### src/hbf_pkg.sv
// Purpose: Shared constants and types for the half-band filter block.
// Assumes: 200 MHz clk_i, classic Wishbone register port.
// Notes: Tap values are fixed Q15 figures, symmetric about the centre.
package hbf_pkg;

  localparam int HBF_SAMPLE_W = 12;
  localparam int HBF_RESULT_W = 16;
  localparam int HBF_ACC_W = 34;
  localparam int HBF_FRAC_W = 11;
  localparam int HBF_TAPS = 55;
  localparam int HBF_CENTER = 27;
  localparam int HBF_PAIRS = 14;
  localparam int HBF_ALIGN = 2;
  localparam int HBF_FIRST_OUT = 6;
  localparam int HBF_PEAK_OUT = 33;
  localparam int HBF_LAST_OUT = 60;

  // Centre tap is one half; pair k sits at offset 2k+1 from the centre
  localparam logic signed [15:0] HBF_CENTER_COEF = 16'sh4000;
  localparam logic signed [15:0] HBF_COEF [0:HBF_PAIRS-1] = '{
    16'sh28A3, 16'shF2FE, 16'sh0744, 16'shFB50, 16'sh033E, 16'shFDB2, 16'sh01A4,
    16'shFED9, 16'sh00C8, 16'shFF7E, 16'sh0050, 16'shFFD2, 16'sh0016, 16'shFFF8};

  localparam logic [3:0] HBF_CTRL_ADDR = 4'h0;
  localparam logic [3:0] HBF_STAT_ADDR = 4'h4;
  localparam int HBF_CTRL_INTN_BIT = 0;
  localparam int HBF_CTRL_DECN_BIT = 1;
  localparam int HBF_CTRL_RND_LSB = 2;
  localparam int HBF_CTRL_TCO_BIT = 5;
  localparam logic [5:0] HBF_CTRL_RESET = 6'h23;
  localparam int HBF_STAT_FLAG_BIT = 16;
  localparam int HBF_STAT_MODE_LSB = 17;

  localparam logic signed [HBF_ACC_W-1:0] HBF_POS_FULL = 34'sh000007FFF;
  localparam logic signed [HBF_ACC_W-1:0] HBF_NEG_FULL = 34'sh3FFFF8000;

  typedef enum logic [2:0] {
    HBF_MODE_PASS = 3'h1,
    HBF_MODE_INTERP = 3'h2,
    HBF_MODE_DECIM = 3'h4
  } hbf_mode_t;

endpackage : hbf_pkg

### src/hbf_filter.sv
// Purpose: Fixed half-band low-pass filter, decimate / interpolate / pass.
// Assumes: One clock, synchronous reset, Wishbone classic control port.
// Notes: Latency and tap span follow the pipeline depths in hbf_pkg.
// Functional notes
// RULE1: Every register runs on the rising edge of the one clock.
// RULE2: Source holds frame_align high one edge, then low with first word.
// RULE3: Source keeps frame_align low afterwards or toggles it at half rate.
// RULE4: Interpolate source presents words on the first low edge, then every second.
// RULE5: frame_align is ignored in pass-through mode.
// RULE6: A 12-bit two's complement sample is registered every edge.
// RULE7: Overflow saturates the result to 7FFF or 8000.
// RULE8: Mode code: equal selects pass-through, 0,1 interpolate, 1,0 decimate.
// RULE9: Interpolate mode zeroes every second input sample.
// RULE10: Decimate mode loads the output register on every second edge.
// RULE11: Output rate is half, equal or double the input rate per mode.
// RULE12: Result is always rounded before the output register, 16 to 9 bits.
// RULE13: round_select moves effective LSB; half-LSB added, lower bits cleared.
// RULE14: twos_comp_select low inverts all bits but the MSB.
// RULE15: Active-low enable drives the result pins, else they float.
// RULE16: Impulse peak reaches the output 33 cycles after input.
// RULE17: Response spans 55 values from cycle 6 to cycle 60.
// RULE18: DC gain 1.0015 in pass and decimate, 0.5007 interpolating.
// RULE19: Symmetric half-band tap values fit tap count, latency and gain.
// RULE20: Pipeline contents are meaningless until flushed by input samples.
`timescale 1ns/1ps

module hbf_filter
  import hbf_pkg::*;
(
  input wire logic clk_i,
  input wire logic rst_i,
  input wire logic [3:0] wb_adr_i,
  input wire logic [31:0] wb_dat_i,
  output logic [31:0] wb_dat_o,
  input wire logic wb_we_i,
  input wire logic [3:0] wb_sel_i,
  input wire logic wb_cyc_i,
  input wire logic wb_stb_i,
  output logic wb_ack_o,
  input wire logic [HBF_SAMPLE_W-1:0] sample_in_i,
  input wire logic frame_align_i,
  input wire logic output_enable_n_i,
  output logic [HBF_RESULT_W-1:0] result_out_o,
  output logic result_oe_o
);

  logic [5:0] ctrl;
  logic ack_q;
  logic [31:0] rd_q;
  logic data_flag;
  logic signed [HBF_SAMPLE_W-1:0] in_q;
  logic signed [HBF_SAMPLE_W-1:0] align_q [0:HBF_ALIGN-1];
  logic signed [HBF_SAMPLE_W-1:0] x_line [0:HBF_TAPS-1];
  logic signed [HBF_ACC_W-1:0] acc_q;
  logic [HBF_RESULT_W-1:0] rnd_q;
  logic [HBF_RESULT_W-1:0] out_q;

  // Register port decode
  wire logic bus_hit = wb_cyc_i & wb_stb_i;
  wire logic hit_ctrl = (wb_adr_i == HBF_CTRL_ADDR);
  wire logic hit_stat = (wb_adr_i == HBF_STAT_ADDR);
  wire logic ctrl_wr = bus_hit & ack_q & wb_we_i & wb_sel_i[0] & hit_ctrl;

  wire logic int_select_n = ctrl[HBF_CTRL_INTN_BIT];
  wire logic decim_select_n = ctrl[HBF_CTRL_DECN_BIT];
  wire logic [2:0] round_select = ctrl[HBF_CTRL_RND_LSB +: 3];
  wire logic twos_comp_select = ctrl[HBF_CTRL_TCO_BIT];

  hbf_mode_t mode;
  assign mode = (int_select_n == decim_select_n) ? HBF_MODE_PASS : // [RULE8]
                (!int_select_n ? HBF_MODE_INTERP : HBF_MODE_DECIM);
  wire logic is_pass = (mode == HBF_MODE_PASS);
  wire logic is_interp = (mode == HBF_MODE_INTERP);
  wire logic is_decim = (mode == HBF_MODE_DECIM);

  wire logic [31:0] stat_word = {12'h000, mode, data_flag, out_q};
  wire logic [31:0] rd_mux = hit_ctrl ? {26'h0000000, ctrl} :
                             (hit_stat ? stat_word : 32'h00000000);

  // Ack is registered, so it drops the cycle after the master sees it
  always_ff @(posedge clk_i) begin
    if (rst_i) begin
      ack_q <= 1'b0;
      rd_q <= 32'h00000000;
    end else begin
      ack_q <= bus_hit & ~ack_q;
      if (bus_hit & ~ack_q) begin
        rd_q <= rd_mux;
      end
    end
  end

  assign wb_ack_o = ack_q;
  assign wb_dat_o = rd_q;

  always_ff @(posedge clk_i) begin
    if (rst_i) begin
      ctrl <= HBF_CTRL_RESET;
    end else if (ctrl_wr) begin
      ctrl <= wb_dat_i[5:0];
    end
  end

  // Half-rate phase: set by frame_align, free-running toggle otherwise
  wire logic next_data_flag = (frame_align_i & ~is_pass) ? 1'b1 : ~data_flag; // [RULE2] [RULE5]

  // Zero stuffing halves input rate and DC gain when interpolating
  wire logic signed [HBF_SAMPLE_W-1:0] next_in =
    (is_interp & ~data_flag) ? '0 : sample_in_i; // [RULE9] [RULE4] [RULE6]

  // Decimation keeps only every second filter result
  wire logic out_load = ~is_decim | data_flag; // [RULE10] [RULE11]

  // Pipeline is cleared at reset so outputs are defined before the flush
  always_ff @(posedge clk_i) begin // [RULE1] [RULE20]
    if (rst_i) begin
      data_flag <= 1'b0;
      in_q <= '0;
      for (int i = 0; i < HBF_ALIGN; i++) begin
        align_q[i] <= '0;
      end
      for (int i = 0; i < HBF_TAPS; i++) begin
        x_line[i] <= '0;
      end
    end else begin
      data_flag <= next_data_flag;
      in_q <= next_in;
      align_q[0] <= in_q;
      for (int i = 1; i < HBF_ALIGN; i++) begin
        align_q[i] <= align_q[i-1];
      end
      x_line[0] <= align_q[HBF_ALIGN-1]; // [RULE17]
      for (int i = 1; i < HBF_TAPS; i++) begin
        x_line[i] <= x_line[i-1];
      end
    end
  end

  // Symmetric pairs share one multiplier; even offsets other than the centre are zero taps
  logic signed [HBF_ACC_W-1:0] pair_prod [0:HBF_PAIRS-1];

  for (genvar j = 0; j < HBF_PAIRS; j++) begin : g_pair
    wire logic signed [HBF_SAMPLE_W:0] pair_sum =
      (HBF_SAMPLE_W+1)'(x_line[HBF_CENTER-(2*j+1)]) +
      (HBF_SAMPLE_W+1)'(x_line[HBF_CENTER+(2*j+1)]);
    assign pair_prod[j] = HBF_ACC_W'(pair_sum) * HBF_ACC_W'(HBF_COEF[j]); // [RULE19]
  end

  wire logic signed [HBF_ACC_W-1:0] center_prod =
    HBF_ACC_W'(x_line[HBF_CENTER]) * HBF_ACC_W'(HBF_CENTER_COEF); // [RULE16]

  logic signed [HBF_ACC_W-1:0] next_acc;

  always_comb begin
    next_acc = center_prod;
    for (int j = 0; j < HBF_PAIRS; j++) begin
      next_acc = next_acc + pair_prod[j]; // [RULE18]
    end
  end

  // Rounding: half-LSB in, lower bits cleared, then saturation
  wire logic [4:0] rnd_pos = 5'(HBF_FRAC_W) + {2'b00, round_select};
  wire logic signed [HBF_ACC_W-1:0] half_lsb = HBF_ACC_W'(1) <<< (rnd_pos - 5'd1);
  wire logic signed [HBF_ACC_W-1:0] keep_mask = ~((HBF_ACC_W'(1) <<< rnd_pos) - HBF_ACC_W'(1));
  wire logic signed [HBF_ACC_W-1:0] rounded = (acc_q + half_lsb) & keep_mask; // [RULE12] [RULE13]
  wire logic signed [HBF_ACC_W-1:0] scaled = rounded >>> HBF_FRAC_W;
  wire logic sat_pos = (scaled > HBF_POS_FULL);
  wire logic sat_neg = (scaled < HBF_NEG_FULL);
  wire logic [HBF_RESULT_W-1:0] next_rnd =
    sat_pos ? 16'h7FFF : (sat_neg ? 16'h8000 : scaled[HBF_RESULT_W-1:0]); // [RULE7]

  // Format applied ahead of the output register keeps pins glitch-free
  wire logic [HBF_RESULT_W-1:0] next_out =
    twos_comp_select ? rnd_q : {rnd_q[15], ~rnd_q[14:0]}; // [RULE14]

  always_ff @(posedge clk_i) begin
    if (rst_i) begin
      acc_q <= '0;
      rnd_q <= 16'h0000;
      out_q <= 16'h0000;
    end else begin
      acc_q <= next_acc;
      rnd_q <= next_rnd;
      if (out_load) begin
        out_q <= next_out;
      end
    end
  end

  // Enable is combinational from the pin, so it acts without the clock
  assign result_out_o = out_q;
  assign result_oe_o = ~output_enable_n_i; // [RULE15]

  // Cycles since reset, saturating at 63; each delay check waits until its own stage has filled
  logic [5:0] flush_cnt;

  always_ff @(posedge clk_i) begin
    if (rst_i) begin
      flush_cnt <= 6'h00;
    end else if (flush_cnt != 6'h3F) begin
      flush_cnt <= flush_cnt + 6'h01;
    end
  end
endmodule : hbf_filter

### config.mk
export PLATFORM = sky130hd
export DESIGN_NAME = hbf_filter
export DESIGN_NICKNAME = d
export VERILOG_FILES = /design/src/hbf_pkg.sv /design/src/hbf_filter.sv
export SDC_FILE = /design/constraint.sdc
export NUM_CORES = 2
export LEC_CHECK = 0
export BUFFER_PORTS_ARGS = -buffer_cell sky130_fd_sc_hd__buf_2
export CORE_MARGIN = 2
export CORE_UTILIZATION = 40
export DETAILED_ROUTE_END_ITERATION = 8
export GPL_TIMING_DRIVEN = 0
export HOLD_SLACK_MARGIN = 0.15
export PLACE_DENSITY = 0.63
export REMOVE_ABC_BUFFERS = 1
export SETUP_SLACK_MARGIN = 0.02
export SKIP_CTS_REPAIR_TIMING = 1
export SYNTH_ARGS = -nofsm -noshare
export SYNTH_HDL_FRONTEND = slang
export SYNTH_SLANG_ARGS = --single-unit
### constraint.sdc
create_clock -name clk_i -period 12.49 [get_ports clk_i]
set_clock_uncertainty 0.05 [all_clocks]
set_input_delay 0 -clock clk_i [delete_from_list [all_inputs] [get_ports clk_i]]
set_output_delay 0 -clock clk_i [all_outputs]
set_load 0.005 [all_outputs]
### Word-level counts from Yosys, hierarchy flattened

Memory sizes are Yosys's and may differ from the RTL's.
Cells that the tools add are included.

| word-level totals | value |
|---|---|
| bits in registers | 118 |
| memories | 2 |
| output and inout bits | 50 |
| word-level logic and storage cells | 211 |
| RAM bits | 684 |
| bits of input ports | 59 |

| operators by class | value |
|---|---|
| shift operators | 2 |
| eq/ne operators | 5 |
| multiply operators | 13 |
| order comparisons | 2 |
| muxes and demuxes | 68 |
| add/subtract/negate cells | 33 |
| bitwise gates (word level) | 74 |
| reduce and logical (&&, ||, !) cells | 3 |

Memories:

| memory | depth | bits a word | rd ports | clocked after Yosys merged registers in | wr ports | line | RTL |
|---|---|---|---|---|---|---|---|
| x_line | 55 | 12 | 55 | 0 | 55 | hbf_filter.sv:53 | `logic signed [HBF_SAMPLE_W-1:0] x_line [0:HBF_TAPS-1];` |
| align_q | 2 | 12 | 2 | 0 | 2 | hbf_filter.sv:52 | `logic signed [HBF_SAMPLE_W-1:0] align_q [0:HBF_ALIGN-1];` |

Operator list:

| kind | count |
|---|---|
| two-way mux 12 bit | 57 |
| adder 12 x 12 -> 13 bit | 14 |
| multiplier 13 x 10 -> 23 bit, second input constant | 4 |
| adder 34 x 22 -> 34 bit | 2 |
| adder 34 x 23 -> 34 bit | 2 |
| adder 34 bit | 2 |
| <<< shifter 2 x 5 -> 34 bit, first input constant | 2 |
| multiplier 13 x 8 -> 21 bit, second input constant | 3 |
| bitwise OR 1 bit | 58 |
| two-way mux 20 bit | 2 |
| multiplier 13 x 6 -> 19 bit, second input constant | 2 |
| adder 33 x 24 -> 34 bit | 1 |
| adder 34 x 19 -> 34 bit | 1 |
| adder 34 x 20 -> 34 bit | 1 |
| adder 34 x 21 -> 34 bit | 1 |
| bitwise AND 34 bit | 1 |
| inverter 34 bit | 1 |
| subtractor 34 x 2 -> 34 bit, second input constant | 1 |
| adder 32 x 24 -> 33 bit | 1 |
| adder 31 x 25 -> 32 bit | 1 |
| adder 30 x 25 -> 31 bit | 1 |
| negator 13 -> 31 bit | 1 |
| adder 29 x 26 -> 30 bit | 1 |
| two-way mux 15 bit | 2 |
| other kinds (22) | 38 |

### Logic depth before layout (Yosys ltp)

An unclocked memory read counts as a cell.

| logic depth | value |
|---|---|
| depth after elaboration | 17 |
| mapped depth | 59 |

### Least setup slack after synthesis

No wires, ideal clock.

| timing | value |
|---|---|
| path kind | register -> register |
| start | mem x_line[36][0] |
| end | reg acc_q[33] |
| stages on the path, launching flop included | 50 |
| setup slack | -758 ps |
| required time | 12312 ps |
| arrival time | 13070 ps |
| setup time | 128 ps |
| clock period less this slack | 13248 ps |
| path through | dfxtp_1 ha_1 inv_1 fa_1 nor2b_1 o21ai_0 a21boi_0 o21ai_0 a211o_1 a2bb2oi_1 a21oi_1 inv_1 clkbuf_1 ha_1 xnor2_1 ha_1 fa_1 fa_1 [... 14 more ...] fa_1 fa_1 fa_1 inv_1 fa_1 inv_1 fa_1 inv_1 fa_1 inv_1 ha_1 inv_1 a2111oi_0 o211ai_1 a31oi_1 a31oi_1 xnor2_1 nor2_1 |

RTL lines:

| item | line | RTL |
|---|---|---|
| start: declaration | hbf_filter.sv:53 |  |
| end signal: assignment | hbf_filter.sv:182 | `acc_q <= next_acc;` |
| end: declaration | hbf_filter.sv:54 | `logic signed [HBF_ACC_W-1:0] acc_q;` |

==> metrics.csv <==
stage,metric,value,unit
outcome,outcome,"complete, but fails checks",
outcome,failing checks,negative setup slack,
finish,Area Growth Syn to Fin,12.5,%
setup_path,R2R depth,51,
route,Initial DRT Pass Iterations,5,
yosys,Post-synth EDFFs,0,
yosys,top-count cell post-synth,inv_1,
yosys,Post-Synthesis Cells,7053,
route,routed wire length,165000,um
finish,Post-Route Utilization,0.453,
route,DRC violations left,0,
min_path,worst min path class,in2reg,
grt,initial antenna violation count,5,
sta,Tmin final,13.61,ns
sta,Slew @ Worst Pin,1.39,ns
placed_design,DP HPWL,136000,um
setup_path,CP Launch Type,flip-flop,
sta,setup ws final,-1.12,ns
floorplanning,Die ar.,176000,um2
pwr,pwr/cell area,94.9,nW/um2
finish,Final #Nets,9142,
grt,number of global-route vias before repair,46700,
pwr,Peak VDD IR,0.000147,V
sta,final setup fails,13,
pwr,Pwr Total,7360,uW
grt,All-Layer GR Usage,0.189,
clock_tree,Clock Sinks,790,
floorplanning,IO Pins,109,
yosys,"area leader, netlist",fa_1,
yosys,synthesized area,69000,um2
route,vias per inst,4.76,
clock_tree,Clock transition at path regs,0.06,ns
yosys,list of most frequent post-synthesis cells,"inv_1, ha_1, fa_1",
floorplanning,initial cell density of the core,0.402,
grt,largest net degree at the start of global routing,162,
clock_tree,CTS buffer count,85,
sta,"Slew Viols, Final",0,
yosys,#FFs+latches synth,790,
finish,ratio of cells with drive above 1 in the final layout,0.0807,
setup_path,kind of critical path,reg2reg,
route,Routed WL per cell,17.1,um
sta,part of the cycle the worst path needs,1.09,
route,vias,45700,
pwr,P_leak,0.0390,uW
setup_path,CP arrival,14.11,ns
grt,"Remaining Overflow, GRT",0,
placed_design,GPL Wtd Cong,0.931,
yosys,"Distinct cells, synth",89,
sta,fmax,0.0735,GHz
floorplanning,row count,152,
sta,hold_ws,0.0917,ns
job,max_cap viols,0,
sta,Max-slew headroom,0.0655,
setup_path,setup slack on the worst flop-to-flop path,-1.12,ns
setup_path,crit-path max cell delay,0.56,ns
yosys,Synth Flop Type,dfxtp_1,
setup_path,most frequent CP cell,fa_1,
yosys,Synth top area share,0.239,
setup_path,"Max FO, Critical Path",6,
clock_tree,clk_lat worst skew,0.72,ns
grt,first-pass GRT wire length,257000,um
floorplanning,die span in x,419,um
route,Final ANT Viol Nets,0,
floorplanning,CORE AREA,171000,um2
setup_path,Setup crit end kind,flip-flop,
setup_path,CP Data Required Time,12.98,ns
clock_tree,H-tree levels,3,
finish,Fill cells,16100,
placed_design,Port Buffers,67,
floorplanning,Die H,419,um
clock_tree,Max clock buf depth,3,
sta,RSZ-0062 raised after global routing,true,
yosys,number of warnings issued by yosys,0,
min_path,Hold Path Stages,3,
yosys,post-synthesis async set-or-reset flop share,0,
yosys,sequential-to-total area share from yosys stat,0.229,
route,Initial DRC Count,2237,
yosys,synth top area cells,"fa_1, dfxtp_1, ha_1",
setup_path,CP max stage cell,a211oi_4,
clock_tree,Root Driver,clkbuf_16,
sta,Fin. Hold Viols,0,
yosys,Mean Syn Cell Area,9.78,um2
clock_tree,CTS tree,built,
metrics by stage:
stage	area (um2)	TNS (ns)	std cells	worst slack [ns]
final	77600	-9.87	9603	-1.12
after detailed placement	71900	-36.90	9317	-3.03
after global placement	71600	-112.49	9303	-4.55
after floorplan	68400	-6.06	6926	-0.803
after CTS	74900	-37.79	9473	-3.12
after global routing	77600	-16.17	9600	-1.52
path summary, 6_finish.rpt:
path / startpoint / endpoint
max reg2reg: x_line[18][0] / acc_q[33]
min: wb_stb_i / wb_ack_o
min reg2reg: x_line[39][1] / x_line[40][1]
max: x_line[18][0] / acc_q[33]
flip-flops by register name (all words and copies together), names as in the netlist:
register	count
x_line	660
wb_dat_o	20
acc_q	34
rnd_q	16
data_flag	1
ctrl	6
result_out_o	16
align_q	24
wb_ack_o	1
in_q	12
where the power goes:
group / internal (uW) / switching, uW / total (uW)
sequential: 2600 / 45.7 / 2650
combinational: 795 / 1220 / 2010
clock: 1590 / 1110 / 2700
total: 4990 / 2380 / 7360
critical path, delay by kind of cell, from the launching register on:
family	cells	cell delay, ns
xor gates and xnor gates	2	0.65
AOI/OAI and AO/OA	15	3.70
buffers and inverters	11	0.86
adders and majority gates	17	7.13
and+or+nand+nor	6	0.73
DFF	1	0.38
per-layer routing:
layer | vias up | track usage | wire length (um) | part of all wire
met2 | 827 | 0.303 | 75100 | 0.46
met5 | - | 0 | 9 | 0.000055
met3 | 228 | 0.0295 | 8830 | 0.054
met1 | 22200 | 0.257 | 74600 | 0.45
li1 | 22400 | - | - | -
met4 | 2 | 0.0726 | 6090 | 0.037
placed cells by master (no fill, tap or decap), types with 21 or more instances in the layout:
cell type      netlist  routed
ha_1              1039    1006
a211oi_1            24      21
ha_4                 0      25
xnor2_2              0      31
xnor2_1            294     254
o21a_1              33      33
a21oi_1            258     226
nor2_1             314     299
inv_1             1500    1474
nand2b_1            31      31
clkbuf_16            0      86
nor2b_1            714     712
and2_1              27      27
fa_1               823     807
nand2_1            152     150
or3_1               24      21
nand3_1             49      48
o21ai_0            144     125
buf_2                2      66
a22oi_1             24      24
a21o_1              99      97
xor2_1             127     108
a21boi_0            40      30
buf_4               13      72
dfxtp_1            790     785
nor3_1              68      65
inv_2                1      25
o21bai_1            65      65
a21oi_2              0      30
dlygate4sd3_1        0      51
final cells by class:
type,instances,area [um2],area share
Antenna cell,3,7.51,0.0000968
Clock buffer,116,2400,0.0310
Clock inverter,40,584,0.00753
Inverter,1502,5650,0.0728
Multi-Input combinational cell,4634,48500,0.625
Sequential cell,790,15800,0.204
Tap cell,2310,2890,0.0373
Timing Repair Buffer,208,1710,0.0220
cell families after synthesis:
family          share of synthesized area
other cells                     0.0000544
fa+ha+maj                           0.427
compound gates                     0.0792
xor+xnor                           0.0538
mux                               0.00383
flops                               0.229
simple gates                        0.116
buf+inv                            0.0902
(Power assumes the default switching activity.)
